**src/pkg/teletext_request_strobe_pkg.sv**
```systemverilog
// Package for the teletext request timing block: map, resets, fields, states
package teletext_request_strobe_pkg;
  // ----------------------------------------
  // Register indices (byte address = 4 * index)
  // ----------------------------------------
  localparam logic [7:0] IDX_HSTART  = 8'h73;
  localparam logic [7:0] IDX_DELAY   = 8'h74;
  localparam logic [7:0] IDX_OVS     = 8'h76;
  localparam logic [7:0] IDX_OVE     = 8'h77;
  localparam logic [7:0] IDX_EVS     = 8'h78;
  localparam logic [7:0] IDX_EVE     = 8'h79;
  localparam logic [7:0] IDX_FAL     = 8'h7A;
  localparam logic [7:0] IDX_LAL     = 8'h7B;
  localparam logic [7:0] IDX_MODE    = 8'h7C;
  localparam logic [7:0] IDX_CTRL    = 8'h7D;
  localparam logic [7:0] IDX_MASK_LO = 8'h7E;
  localparam logic [7:0] IDX_MASK_HI = 8'h7F;
  localparam logic [7:0] IDX_STATUS  = 8'h80;
  // ----------------------------------------
  // Reset values (PAL / NTSC strap)
  // ----------------------------------------
  localparam logic [7:0] RST_DELAY       = 8'h02;
  localparam logic [7:0] DELAY_MIN       = 8'h02;
  localparam logic [7:0] RST_HSTART_PAL  = 8'h42;
  localparam logic [7:0] RST_HSTART_NTSC = 8'h54;
  localparam logic [7:0] RST_OVS_PAL     = 8'h05;
  localparam logic [7:0] RST_OVS_NTSC    = 8'h06;
  localparam logic [7:0] RST_OVE_PAL     = 8'h16;
  localparam logic [7:0] RST_OVE_NTSC    = 8'h10;
  localparam logic [7:0] RST_EVS_PAL     = 8'h04;
  localparam logic [7:0] RST_EVS_NTSC    = 8'h05;
  localparam logic [7:0] RST_EVE_PAL     = 8'h16;
  localparam logic [7:0] RST_EVE_NTSC    = 8'h10;
  localparam logic [7:0] RST_FAL         = 8'h00;
  localparam logic [7:0] RST_LAL         = 8'h00;
  localparam logic [15:0] RST_MASK       = 16'h0000;
  // ----------------------------------------
  // Field positions
  // ----------------------------------------
  localparam int MODE_STD_BIT   = 7;
  localparam int MODE_PROTO_BIT = 6;
  localparam int CTRL_EN_BIT    = 0;
  localparam int CTRL_FIELD_RATE_60HZ_SELECT_BIT  = 1;
  localparam int CTRL_AUX_BIT   = 2;
  localparam int STAT_ODD_BIT   = 0;
  localparam int STAT_BUSY_BIT  = 1;
  localparam int STAT_ACT_BIT   = 2;
  localparam int STAT_OVF_BIT   = 3;
  // ----------------------------------------
  // Line arithmetic and timing counts
  // ----------------------------------------
  localparam logic [8:0] M_START_OFS = 9'h004;
  localparam logic [8:0] O_START_OFS = 9'h001;
  localparam logic [8:0] M_END_OFS   = 9'h003;
  localparam logic [8:0] O_END_OFS   = 9'h000;
  localparam logic [8:0] MASK_BASE   = 9'h007;
  localparam logic [7:0] BIT_DIV     = 8'h04;
  localparam logic [8:0] BITS_EURO   = 9'h168;
  localparam logic [8:0] BITS_NABTS  = 9'h120;
  localparam logic [8:0] BITS_WST60  = 9'h128;

  typedef enum logic [0:0] {
    ST_IDLE  = 1'b0,
    ST_BURST = 1'b1
  } teletext_request_strobe_state_type;

  // Setting to line number; first selects start or end offset
  function automatic logic [8:0] teletext_request_strobe_line(input logic [7:0] s, input logic m, input logic first);
    logic [8:0] o;
    o = first ? (m ? M_START_OFS : O_START_OFS) : (m ? M_END_OFS : O_END_OFS);
    return {1'b0, s} + o;
  endfunction : teletext_request_strobe_line

  function automatic logic [8:0] teletext_request_strobe_nbits(input logic std, input logic m);
    return m ? (std ? BITS_WST60 : BITS_NABTS) : BITS_EURO;
  endfunction : teletext_request_strobe_nbits
endpackage : teletext_request_strobe_pkg

```
**src/teletext_request_strobe_top.sv**
```systemverilog
// Teletext request strobe generator with register slave, capture and FIFO
`timescale 1ns/100ps
`default_nettype none

module teletext_request_strobe_fifo #(
  parameter int WIDTH = 8,
  parameter int DEPTH = 16
) (
  // Clock and reset
  input  wire logic             sys_clk,
  input  wire logic             srst,
  // Write side
  input  wire logic             in_valid,
  output logic                  in_ready,
  input  wire logic [WIDTH-1:0] in_data,
  // Read side
  output logic                  out_valid,
  input  wire logic             out_ready,
  output logic [WIDTH-1:0]      out_data
);
  localparam int AW = $clog2(DEPTH);
  logic [WIDTH-1:0] mem_ff [DEPTH];
  logic [AW-1:0]    wr_ff, nxt_wr, rd_ff, nxt_rd;
  logic [AW:0]      cnt_ff, nxt_cnt;
  logic             push, pop;

  assign in_ready  = (cnt_ff != AW'(0) + (AW+1)'(DEPTH));
  assign out_valid = (cnt_ff != '0);
  assign out_data  = mem_ff[rd_ff];

  always_comb
  begin
    push    = in_valid && in_ready;
    pop     = out_valid && out_ready;
    nxt_wr  = push ? ((wr_ff == AW'(DEPTH - 1)) ? '0 : wr_ff + 1'b1) : wr_ff;
    nxt_rd  = pop ? ((rd_ff == AW'(DEPTH - 1)) ? '0 : rd_ff + 1'b1) : rd_ff;
    nxt_cnt = cnt_ff + (AW+1)'(push) - (AW+1)'(pop);
  end

  always_ff @(posedge sys_clk)
  begin
    if (srst)
    begin
      wr_ff  <= '0;
      rd_ff  <= '0;
      cnt_ff <= '0;
    end
    else
    begin
      wr_ff  <= nxt_wr;
      rd_ff  <= nxt_rd;
      cnt_ff <= nxt_cnt;
    end
    if (push)
      mem_ff[wr_ff] <= in_data;
  end
endmodule : teletext_request_strobe_fifo

module teletext_request_strobe_top import teletext_request_strobe_pkg::*; #(
  parameter int FIFO_DEPTH = 16,
  parameter int DLY_LEN    = 256
) (
  // Clock, reset, strap (1 = NTSC)
  input  wire logic        sys_clk,
  input  wire logic        srst,
  input  wire logic        strap_ntsc,
  // Avalon-MM slave
  input  wire logic [9:0]  avs_address,
  input  wire logic        avs_read,
  input  wire logic        avs_write,
  input  wire logic [31:0] avs_writedata,
  input  wire logic [3:0]  avs_byteenable,
  output logic [31:0]      avs_readdata,
  output logic             avs_waitrequest,
  // Video timing pulses
  input  wire logic        line_start,
  input  wire logic        odd_field_sync,
  input  wire logic        even_field_sync,
  // Teletext pins
  input  wire logic        aux_clock_in,
  input  wire logic        teletext_data_input_pin,
  output logic             request_or_aux_clock_pin,
  output logic             active_line_flag,
  // Captured byte stream
  output logic             ttx_out_valid,
  output logic [7:0]       ttx_out_data,
  input  wire logic        ttx_out_ready
);
  // ----------------------------------------
  // Register file and bus slave
  // ----------------------------------------
  logic [7:0]  hstart_ff, nxt_hstart, delay_ff, nxt_delay;
  logic [7:0]  ovs_ff, nxt_ovs, ove_ff, nxt_ove, evs_ff, nxt_evs, eve_ff, nxt_eve;
  logic [7:0]  fal_ff, nxt_fal, lal_ff, nxt_lal;
  logic        std_ff, nxt_std, proto_ff, nxt_proto;
  logic        en_ff, nxt_en, field_rate_60hz_select_ff, nxt_field_rate_60hz_select, aux_sel_ff, nxt_aux_sel;
  logic [15:0] mask_ff, nxt_mask;
  logic        ovf_ff, nxt_ovf;
  logic        wait_ff, nxt_wait;
  logic [31:0] rdata_ff, nxt_rdata;
  logic [7:0]  idx, wd, rd_byte, status;
  logic        wr_en, ovf_set;
  logic        odd_ff, act_ff;
  teletext_request_strobe_state_type state_ff;

  assign avs_waitrequest = wait_ff;
  assign avs_readdata    = rdata_ff;

  always_comb
  begin
    idx    = avs_address[9:2];
    wd     = avs_writedata[7:0];
    status = '0;
    status[STAT_ODD_BIT]  = odd_ff;
    status[STAT_BUSY_BIT] = (state_ff == ST_BURST);
    status[STAT_ACT_BIT]  = act_ff;
    status[STAT_OVF_BIT]  = ovf_ff;
    case (idx)
      IDX_HSTART:  rd_byte = hstart_ff;
      IDX_DELAY:   rd_byte = delay_ff;
      IDX_OVS:     rd_byte = ovs_ff;
      IDX_OVE:     rd_byte = ove_ff;
      IDX_EVS:     rd_byte = evs_ff;
      IDX_EVE:     rd_byte = eve_ff;
      IDX_FAL:     rd_byte = fal_ff;
      IDX_LAL:     rd_byte = lal_ff;
      IDX_MODE:    rd_byte = {std_ff, proto_ff, 6'h00};
      IDX_CTRL:    rd_byte = {5'h00, aux_sel_ff, field_rate_60hz_select_ff, en_ff};
      IDX_MASK_LO: rd_byte = mask_ff[7:0];
      IDX_MASK_HI: rd_byte = mask_ff[15:8];
      IDX_STATUS:  rd_byte = status;
      default:     rd_byte = 8'h00;
    endcase
    // One wait cycle, then the answer; write lands where wait is seen low
    nxt_wait  = !((avs_read || avs_write) && wait_ff);
    nxt_rdata = (avs_read && wait_ff) ? {24'h000000, rd_byte} : rdata_ff;
    wr_en     = avs_write && !wait_ff && avs_byteenable[0];
    nxt_hstart  = hstart_ff;
    nxt_delay   = delay_ff;
    nxt_ovs     = ovs_ff;
    nxt_ove     = ove_ff;
    nxt_evs     = evs_ff;
    nxt_eve     = eve_ff;
    nxt_fal     = fal_ff;
    nxt_lal     = lal_ff;
    nxt_std     = std_ff;
    nxt_proto   = proto_ff;
    nxt_en      = en_ff;
    nxt_field_rate_60hz_select    = field_rate_60hz_select_ff;
    nxt_aux_sel = aux_sel_ff;
    nxt_mask    = mask_ff;
    nxt_ovf     = ovf_ff;
    if (wr_en)
    begin
      case (idx)
        IDX_HSTART:  nxt_hstart = wd;
        IDX_DELAY:   nxt_delay = (wd < DELAY_MIN) ? DELAY_MIN : wd;
        IDX_OVS:     nxt_ovs = wd;
        IDX_OVE:     nxt_ove = wd;
        IDX_EVS:     nxt_evs = wd;
        IDX_EVE:     nxt_eve = wd;
        IDX_FAL:     nxt_fal = wd;
        IDX_LAL:     nxt_lal = wd;
        IDX_MODE:
        begin
          nxt_std   = wd[MODE_STD_BIT];
          nxt_proto = wd[MODE_PROTO_BIT];
        end
        IDX_CTRL:
        begin
          nxt_en      = wd[CTRL_EN_BIT];
          nxt_field_rate_60hz_select    = wd[CTRL_FIELD_RATE_60HZ_SELECT_BIT];
          nxt_aux_sel = wd[CTRL_AUX_BIT];
        end
        IDX_MASK_LO: nxt_mask[7:0] = wd;
        IDX_MASK_HI: nxt_mask[15:8] = wd;
        IDX_STATUS:  nxt_ovf = ovf_ff && !wd[STAT_OVF_BIT];
        default:     nxt_ovf = ovf_ff;
      endcase
    end
    // A new overflow beats a clear in the same cycle
    if (ovf_set)
      nxt_ovf = 1'b1;
  end

  always_ff @(posedge sys_clk)
  begin
    if (srst)
    begin
      // Strap is a level sampled inside the clocked reset
      hstart_ff  <= strap_ntsc ? RST_HSTART_NTSC : RST_HSTART_PAL;
      delay_ff   <= RST_DELAY;
      ovs_ff     <= strap_ntsc ? RST_OVS_NTSC : RST_OVS_PAL;
      ove_ff     <= strap_ntsc ? RST_OVE_NTSC : RST_OVE_PAL;
      evs_ff     <= strap_ntsc ? RST_EVS_NTSC : RST_EVS_PAL;
      eve_ff     <= strap_ntsc ? RST_EVE_NTSC : RST_EVE_PAL;
      fal_ff     <= RST_FAL;
      lal_ff     <= RST_LAL;
      std_ff     <= 1'b0;
      proto_ff   <= 1'b0;
      en_ff      <= 1'b0;
      field_rate_60hz_select_ff    <= strap_ntsc;
      aux_sel_ff <= 1'b0;
      mask_ff    <= RST_MASK;
      ovf_ff     <= 1'b0;
      wait_ff    <= 1'b1;
      rdata_ff   <= '0;
    end
    else
    begin
      hstart_ff  <= nxt_hstart;
      delay_ff   <= nxt_delay;
      ovs_ff     <= nxt_ovs;
      ove_ff     <= nxt_ove;
      evs_ff     <= nxt_evs;
      eve_ff     <= nxt_eve;
      fal_ff     <= nxt_fal;
      lal_ff     <= nxt_lal;
      std_ff     <= nxt_std;
      proto_ff   <= nxt_proto;
      en_ff      <= nxt_en;
      field_rate_60hz_select_ff    <= nxt_field_rate_60hz_select;
      aux_sel_ff <= nxt_aux_sel;
      mask_ff    <= nxt_mask;
      ovf_ff     <= nxt_ovf;
      wait_ff    <= nxt_wait;
      rdata_ff   <= nxt_rdata;
    end
  end

  // ----------------------------------------
  // Line and field timing
  // ----------------------------------------
  logic [8:0]  line_ff, nxt_line;
  logic [11:0] hcnt_ff, nxt_hcnt;
  logic        nxt_odd, nxt_act, in_odd, in_even, mask_hit, line_ok;
  logic [8:0]  mofs;

  always_comb
  begin
    nxt_line = line_ff;
    nxt_odd  = odd_ff;
    if (odd_field_sync || even_field_sync)
    begin
      nxt_line = '0;
      nxt_odd  = odd_field_sync;
    end
    else if (line_start)
      nxt_line = line_ff + 9'h001;
    nxt_hcnt = line_start ? '0 : ((hcnt_ff == 12'hFFF) ? hcnt_ff : hcnt_ff + 12'h001);
    nxt_act  = (line_ff >= teletext_request_strobe_line(fal_ff, field_rate_60hz_select_ff, 1'b1)) &&
               (line_ff <= teletext_request_strobe_line(lal_ff, field_rate_60hz_select_ff, 1'b0));
    in_odd   = odd_ff && (line_ff >= teletext_request_strobe_line(ovs_ff, field_rate_60hz_select_ff, 1'b1)) &&
               (line_ff <= teletext_request_strobe_line(ove_ff, field_rate_60hz_select_ff, 1'b0));
    in_even  = !odd_ff && (line_ff >= teletext_request_strobe_line(evs_ff, field_rate_60hz_select_ff, 1'b1)) &&
               (line_ff <= teletext_request_strobe_line(eve_ff, field_rate_60hz_select_ff, 1'b0));
    mofs     = line_ff - MASK_BASE;
    mask_hit = (line_ff >= MASK_BASE) && (mofs < 9'h010) && mask_ff[mofs[3:0]];
    line_ok  = en_ff && (in_odd || in_even) && !mask_hit;
  end

  always_ff @(posedge sys_clk)
  begin
    if (srst)
    begin
      line_ff <= '0;
      hcnt_ff <= '0;
      odd_ff  <= 1'b1;
      act_ff  <= 1'b0;
    end
    else
    begin
      line_ff <= nxt_line;
      hcnt_ff <= nxt_hcnt;
      odd_ff  <= nxt_odd;
      act_ff  <= nxt_act;
    end
  end

  // ----------------------------------------
  // Request strobe generator
  // ----------------------------------------
  teletext_request_strobe_state_type nxt_state;
  logic [7:0] div_ff, nxt_div;
  logic [8:0] bits_ff, nxt_bits;
  logic       strobe_ff, nxt_strobe, mark_ff, nxt_mark, pin_ff, nxt_pin, tick;
  logic       fifo_in_ready;

  always_comb
  begin
    nxt_state = state_ff;
    nxt_div   = div_ff;
    nxt_bits  = bits_ff;
    // A full FIFO stalls bit requests, so back-pressure reaches the source only while the per-bit strobe (proto_ff low) drives the pin
    tick      = (state_ff == ST_BURST) && (div_ff == 8'h00) && fifo_in_ready;
    case (state_ff)
      ST_IDLE:
      begin
        if (line_ok && (hcnt_ff == {4'h0, hstart_ff}) && fifo_in_ready)
        begin
          nxt_state = ST_BURST;
          nxt_div   = 8'h00;
          nxt_bits  = 9'h000;
        end
      end
      ST_BURST:
      begin
        if (div_ff != 8'h00 || fifo_in_ready)
          nxt_div = (div_ff == BIT_DIV - 8'h01) ? 8'h00 : div_ff + 8'h01;
        if (tick)
          nxt_bits = bits_ff + 9'h001;
        if (line_start || (tick && nxt_bits == teletext_request_strobe_nbits(std_ff, field_rate_60hz_select_ff)))
          nxt_state = ST_IDLE;
      end
      default: nxt_state = ST_IDLE;
    endcase
    nxt_mark   = tick;
    nxt_strobe = proto_ff ? (nxt_state == ST_BURST) : tick;
    nxt_pin    = aux_sel_ff ? aux_clock_in : nxt_strobe;
  end

  always_ff @(posedge sys_clk)
  begin
    if (srst)
    begin
      state_ff  <= ST_IDLE;
      div_ff    <= '0;
      bits_ff   <= '0;
      strobe_ff <= 1'b0;
      mark_ff   <= 1'b0;
      pin_ff    <= 1'b0;
    end
    else
    begin
      state_ff  <= nxt_state;
      div_ff    <= nxt_div;
      bits_ff   <= nxt_bits;
      strobe_ff <= nxt_strobe;
      mark_ff   <= nxt_mark;
      pin_ff    <= nxt_pin;
    end
  end
  assign request_or_aux_clock_pin = pin_ff;
  assign active_line_flag         = act_ff;

  // ----------------------------------------
  // Delayed capture, byte packing, FIFO
  // ----------------------------------------
  logic [DLY_LEN-1:0] sr_ff, nxt_sr;
  logic [7:0] shift_ff, nxt_shift, word_ff, nxt_word;
  logic [2:0] nbit_ff, nxt_nbit;
  logic       wvalid_ff, nxt_wvalid, capture, f_valid, pop;
  logic [7:0] f_data;
  logic       ov_ff, nxt_ov;
  logic [7:0] od_ff, nxt_od;

  always_comb
  begin
    nxt_sr     = {sr_ff[DLY_LEN-2:0], mark_ff};
    capture    = sr_ff[delay_ff - 8'h02];
    nxt_shift  = capture ? {teletext_data_input_pin, shift_ff[7:1]} : shift_ff;
    nxt_nbit   = capture ? nbit_ff + 3'h1 : nbit_ff;
    nxt_wvalid = capture && (nbit_ff == 3'h7);
    nxt_word   = nxt_wvalid ? nxt_shift : word_ff;
    ovf_set    = wvalid_ff && !fifo_in_ready;
    pop        = f_valid && (!ov_ff || ttx_out_ready);
    nxt_ov     = pop || (ov_ff && !ttx_out_ready);
    nxt_od     = pop ? f_data : od_ff;
  end

  always_ff @(posedge sys_clk)
  begin
    if (srst)
    begin
      sr_ff     <= '0;
      shift_ff  <= '0;
      nbit_ff   <= '0;
      wvalid_ff <= 1'b0;
      word_ff   <= '0;
      ov_ff     <= 1'b0;
      od_ff     <= '0;
    end
    else
    begin
      sr_ff     <= nxt_sr;
      shift_ff  <= nxt_shift;
      nbit_ff   <= nxt_nbit;
      wvalid_ff <= nxt_wvalid;
      word_ff   <= nxt_word;
      ov_ff     <= nxt_ov;
      od_ff     <= nxt_od;
    end
  end
  assign ttx_out_valid = ov_ff;
  assign ttx_out_data  = od_ff;

  teletext_request_strobe_fifo #(.WIDTH(8), .DEPTH(FIFO_DEPTH)) u_fifo (
    .sys_clk   (sys_clk),
    .srst      (srst),
    .in_valid  (wvalid_ff),
    .in_ready  (fifo_in_ready),
    .in_data   (word_ff),
    .out_valid (f_valid),
    .out_ready (!ov_ff || ttx_out_ready),
    .out_data  (f_data)
  );
endmodule : teletext_request_strobe_top

`default_nettype wire

```
**config.mk**
```make
export PLATFORM = sky130hd
export DESIGN_NAME = teletext_request_strobe_top
export DESIGN_NICKNAME = d
export VERILOG_FILES = /design/src/pkg/teletext_request_strobe_pkg.sv /design/src/teletext_request_strobe_top.sv
export SDC_FILE = /design/constraint.sdc
export NUM_CORES = 1
export LEC_CHECK = 0
export ABC_CLOCK_PERIOD_IN_PS = 4700
export BUFFER_PORTS_ARGS = -buffer_cell sky130_fd_sc_hd__buf_2
export CELL_PAD_IN_SITES_DETAIL_PLACEMENT = 0
export CELL_PAD_IN_SITES_GLOBAL_PLACEMENT = 1
export CORE_MARGIN = 3
export CORE_UTILIZATION = 46
export DETAILED_ROUTE_END_ITERATION = 10
export GPL_TIMING_DRIVEN = 0
export PLACE_DENSITY_LB_ADDON = 0.1
export SYNTH_ARGS = -nofsm -noshare
export SYNTH_HDL_FRONTEND = slang
export SYNTH_SLANG_ARGS = --single-unit
```
**constraint.sdc**
```tcl
create_clock -name sys_clk -period 4.7 [get_ports sys_clk]
set_input_delay 0.235 -clock sys_clk [delete_from_list [all_inputs] [get_ports sys_clk]]
set_output_delay 0.235 -clock sys_clk [all_outputs]
set_load 0.02 [all_outputs]
```
==> flow_summary_export.csv <==
group,metric,value,unit
power_and_ir_drop,peakVddDrop,0.3472,mV
floorplan,initial_utilization,46.81,%
setup_path,r2r_start,"delay_ff[1]$_SDFFE_PP1P_",
synth,synth_cells,1998,
cts,clock_latency,610,ps
floorplan,dieHeight,235.4,um
layout,n_antenna_cell,0,
grt,grt_overflow,0,
layout,finalNetCount,2285,
layout,stdcell_area,27660,sq um
placed_design,placed_cells,2742,
setup_path,startpoint,"delay_ff[1]$_SDFFE_PP1P_",
sta,setup_tns,0,ps
detailed_routing,wl_per_cell,21.07,um
synth,synth_top_family_by_area,"simple AND/OR/NAND/NOR gates",
power_and_ir_drop,power.density,407.3,nW/um^2
synth,syn_area_per_cell,12.12,sq um
sta,report.final.hold_viol_count,0,
detailed_routing,vias,15560,
synth,synth-xor-area-share,2.848,%
setup_path,arrival,4820,ps
setup_path,crit_chain,"buf_2 -> buf_4 -> buf_4 -> inv_1 -> ha_1 -> buf_2 -> buf_2 -> buf_4 -> mux4_2 -> mux4_2 -> mux2i_1 -> nand2_1 -> nand4_1 -> a311oi_4 -> buf_6 -> xnor2_1 -> nor2_1",
synth,synth_edf_count,169,
layout,fin_cells,2866,
detailed_routing,antenna_left,0,
setup_path,cp_max_fo,10,
sta,finalMaxSlewViolations,0,
synth,synthArstFlopShare,0,%
cts,clkTransAtPathRegs,60,ps
sta,finalCriticalPeriod,4365,ps
sta,rsz0062_at_grt,"false",
placed_design,numPortBuffers,40,
sta,tightest_slew,1276,ps
synth,synth_warnings,0,
synth,yosys.area_share.adder,4.879,%
cts,cts_tree,"yes",
floorplan,die_w,235.4,um
setup_path,critPathTopFamily,"buffers and inverters",
grt,grt_use_met1,30.53,%
cts,cts_buffers,58,
cts,root_buffer,"clkbuf_16",
floorplan,die_area,55420,sq um
synth,syn-cell-area,24210,sq um
grt,grt_pass1_vias,15640,
sta,timing.fmax,229.1,MHz
cts,cts.sinks,563,
placed_design,dp_hpwl,43270,um
setup_path,start_kind,"register",
detailed_routing,drc,0,
job,max-cap-violations,0,
synth,ys_ff_latch,563,
grt,grt_first_pass_wirelength,94020,um
detailed_routing,drt_wl_total,60390,um
synth,synthFlopType,"dfxtp_1",
placed_design,placed_cell_area,25360,sq um
sta,min_period_over_period,92.88,%
detailed_routing,drtPass1Iterations,6,
setup_path,cp_slowest_cell,"mux4_2",
grt,antenna_found_initial,2,
sta,relSlewSlack,14.04,%
setup_path,crit_type,"register to register",
sta,clock_skew,15.07,ps
floorplan,std_cell_rows,83,
placed_design,gp_congestion,0.9175,
setup_path,worstPathRequired,5160,ps
setup_path,critPathMaxStageDelay,470,ps
detailed_routing,vias_per_cell,5.428,
synth,ys_seq_area_share,53.54,%
cts,cts_max_path_buffers,3,
floorplan,core,51720,sq um
status,outcome,"finished, final reports clean",
cts,htreeDepth,2,
synth,synth_compound_area_share,5.793,%
synth,synth_simple_gate_area_share,15.17,%
grt,grt_busiest_layer,"met2",
setup_path,critical_path_buf_inv_count,8,
floorplan,pin_count,101,
sta,setup_violations,0,
synth,synth.distinct_cells,69,
grt,use_met2,35.17,%
layout,syn_to_final_growth,14.23,%
grt,use_met3,3.854,%
min_path,hp-class,"input pin to register",
power_and_ir_drop,p_leak,10.03,nW
min_path,min_from,"aux_clock_in",
grt,grt_start_max_net_pins,18,
synth,muxShareOfSynthArea,14.58,%
grt,track_usage,21.77,%
setup_path,end_kind,"register",
detailed_routing,dr.first_iter.drc_count,1088,
layout,drive_above_1_share,15.14,%
==> worst register-to-register path: cells and delay by family, from the launching register on <==
| kind | cells | cell delay [ps] |
|---|---|---|
| flops | 1 | 300 |
| compound gates | 1 | 80 |
| xor+xnor | 1 | 150 |
| fa+ha+maj | 1 | 290 |
| mux | 3 | 1150 |
| buf+inv | 8 | 1920 |
| simple gates | 3 | 310 |
==> routing by layer <==
metal / part of all wire, % / routed length [um]
met5: 0 / 0
met4: 2.2 / 1307
met3: 5.8 / 3528
met2: 47 / 28310
met1: 45 / 27250
==> cell families (layout without fill, tap and decap cells) <==
group           after synthesis  count (layout)
compound gates              210             210
xor+xnor                     77              77
fa+ha+maj                    92              92
buf+inv                     167             332
flops                       563             563
mux                         193             193
other cells                   1              24
simple gates                695             695
==> power by group <==
| group | internal, mW | total [mW] | switching (mW) |
|---|---|---|---|
| Clock | 3.09 | 5.04 | 1.95 |
| Combinational | 0.448 | 1.07 | 0.627 |
| Sequential | 5.07 | 5.15 | 0.0823 |
==> layout by cell type (no fill, tap or decap), types with 31 or more instances in the layout <==
cell / count
dfxtp_1: 394
nor2b_1: 273
edfxtp_1: 169
nor2_1: 137
nand2_1: 132
mux4_2: 123
clkbuf_1: 93
ha_1: 88
a21oi_1: 67
clkbuf_16: 60
mux2i_1: 59
buf_2: 48
inv_1: 38
xnor2_1: 38
xor2_1: 37
nand3_1: 35
buf_4: 31
==> state kept, by name (all words and copies together) (netlist names), 4 cells and up <==
signal and count:
shift_ff 7, delay_ff 8, ove_ff 8, u_fifo.mem_ff 128
hstart_ff 8, hcnt_ff 12, word_ff 8, avs_readdata 8
line_ff 9, u_fifo.cnt_ff 5, fal_ff 8, div_ff 8
sr_ff 256, evs_ff 8, u_fifo.wr_ff 4, lal_ff 8
bits_ff 9, ovs_ff 8, mask_ff 16, eve_ff 8
ttx_out_data 8, u_fifo.rd_ff 4
==> final cells by class <==
type                       instances  area [sq um]
inverter                          39         146.4
clock buffer                      83          1678
buffer                           128         638.1
multi-input combinational       1291         10600
timing repair buffer              55         342.8
sequential                       563         12960
tap                              680         850.8
fill                            4491         24060
clock inverter                    27         436.7
==> repair_timing <==
item                                    in CTS  in global routing
hold buffers                                12                  0
gates resized for setup                      5                  7
endpoints found under the setup margin      33                 20
endpoints found under the hold margin       21                  0
buffers inserted                             2                  0
==> worst paths after layout <==
check,endpoint,slack [ps],cells after the start
setup / recovery,nbit_ff[0]$_SDFFE_PP0P_,330,17
hold / removal,request_or_aux_clock_pin$_SDFF_PP0_,40,3
setup reg to reg,nbit_ff[0]$_SDFFE_PP0P_,330,17
hold reg to reg,sr_ff[44]$_SDFF_PP0_,450,1
==> synthesized netlist by cell type, types with 5 or more instances <==
cell	count	area, sq um
dfxtp_1	394	7888
nor2b_1	273	1708
edfxtp_1	169	5075
nor2_1	138	518.0
nand2_1	132	495.5
mux4_2	123	2770
ha_1	88	1101
clkbuf_1	80	300.3
a21oi_1	67	335.3
mux2i_1	59	590.6
inv_1	38	142.6
xnor2_1	38	332.8
xor2_1	37	324.1
nand3_1	35	175.2
o21ai_0	30	150.1
buf_4	25	187.7
nand4_1	21	131.4
a22oi_1	20	150.1
and3_1	18	112.6
nor3_1	17	85.08
a31oi_1	14	87.58
a21o_1	13	97.59
buf_2	13	65.06
nand2b_1	11	68.82
o21a_1	11	82.58
a222oi_1	7	70.07
a311oi_1	7	61.31
and2_1	7	43.79
mux2_2	7	78.83
or2_2	6	37.54
or3_1	6	37.54
a211oi_1	5	37.54
a221oi_1	5	43.79
buf_1	5	18.77
nand3b_1	5	37.54
o22a_1	5	43.79
==> per-stage QoR <==
stage | util, % | worst slack [ps] | power, mW | hold WS (ps)
floorplan | - | 982.1 | 6.017 | 335.4
global placement | 49.01 | -523.1 | 6.313 | 434.7
detailed placement | 49.03 | -619.3 | 6.328 | 444.3
CTS | 53.41 | 10.48 | 11.40 | 45.61
global route | 53.47 | 51.85 | 11.69 | 71.84
finish | 53.47 | 334.9 | 11.27 | 42.73
(Power assumes the default switching activity.)
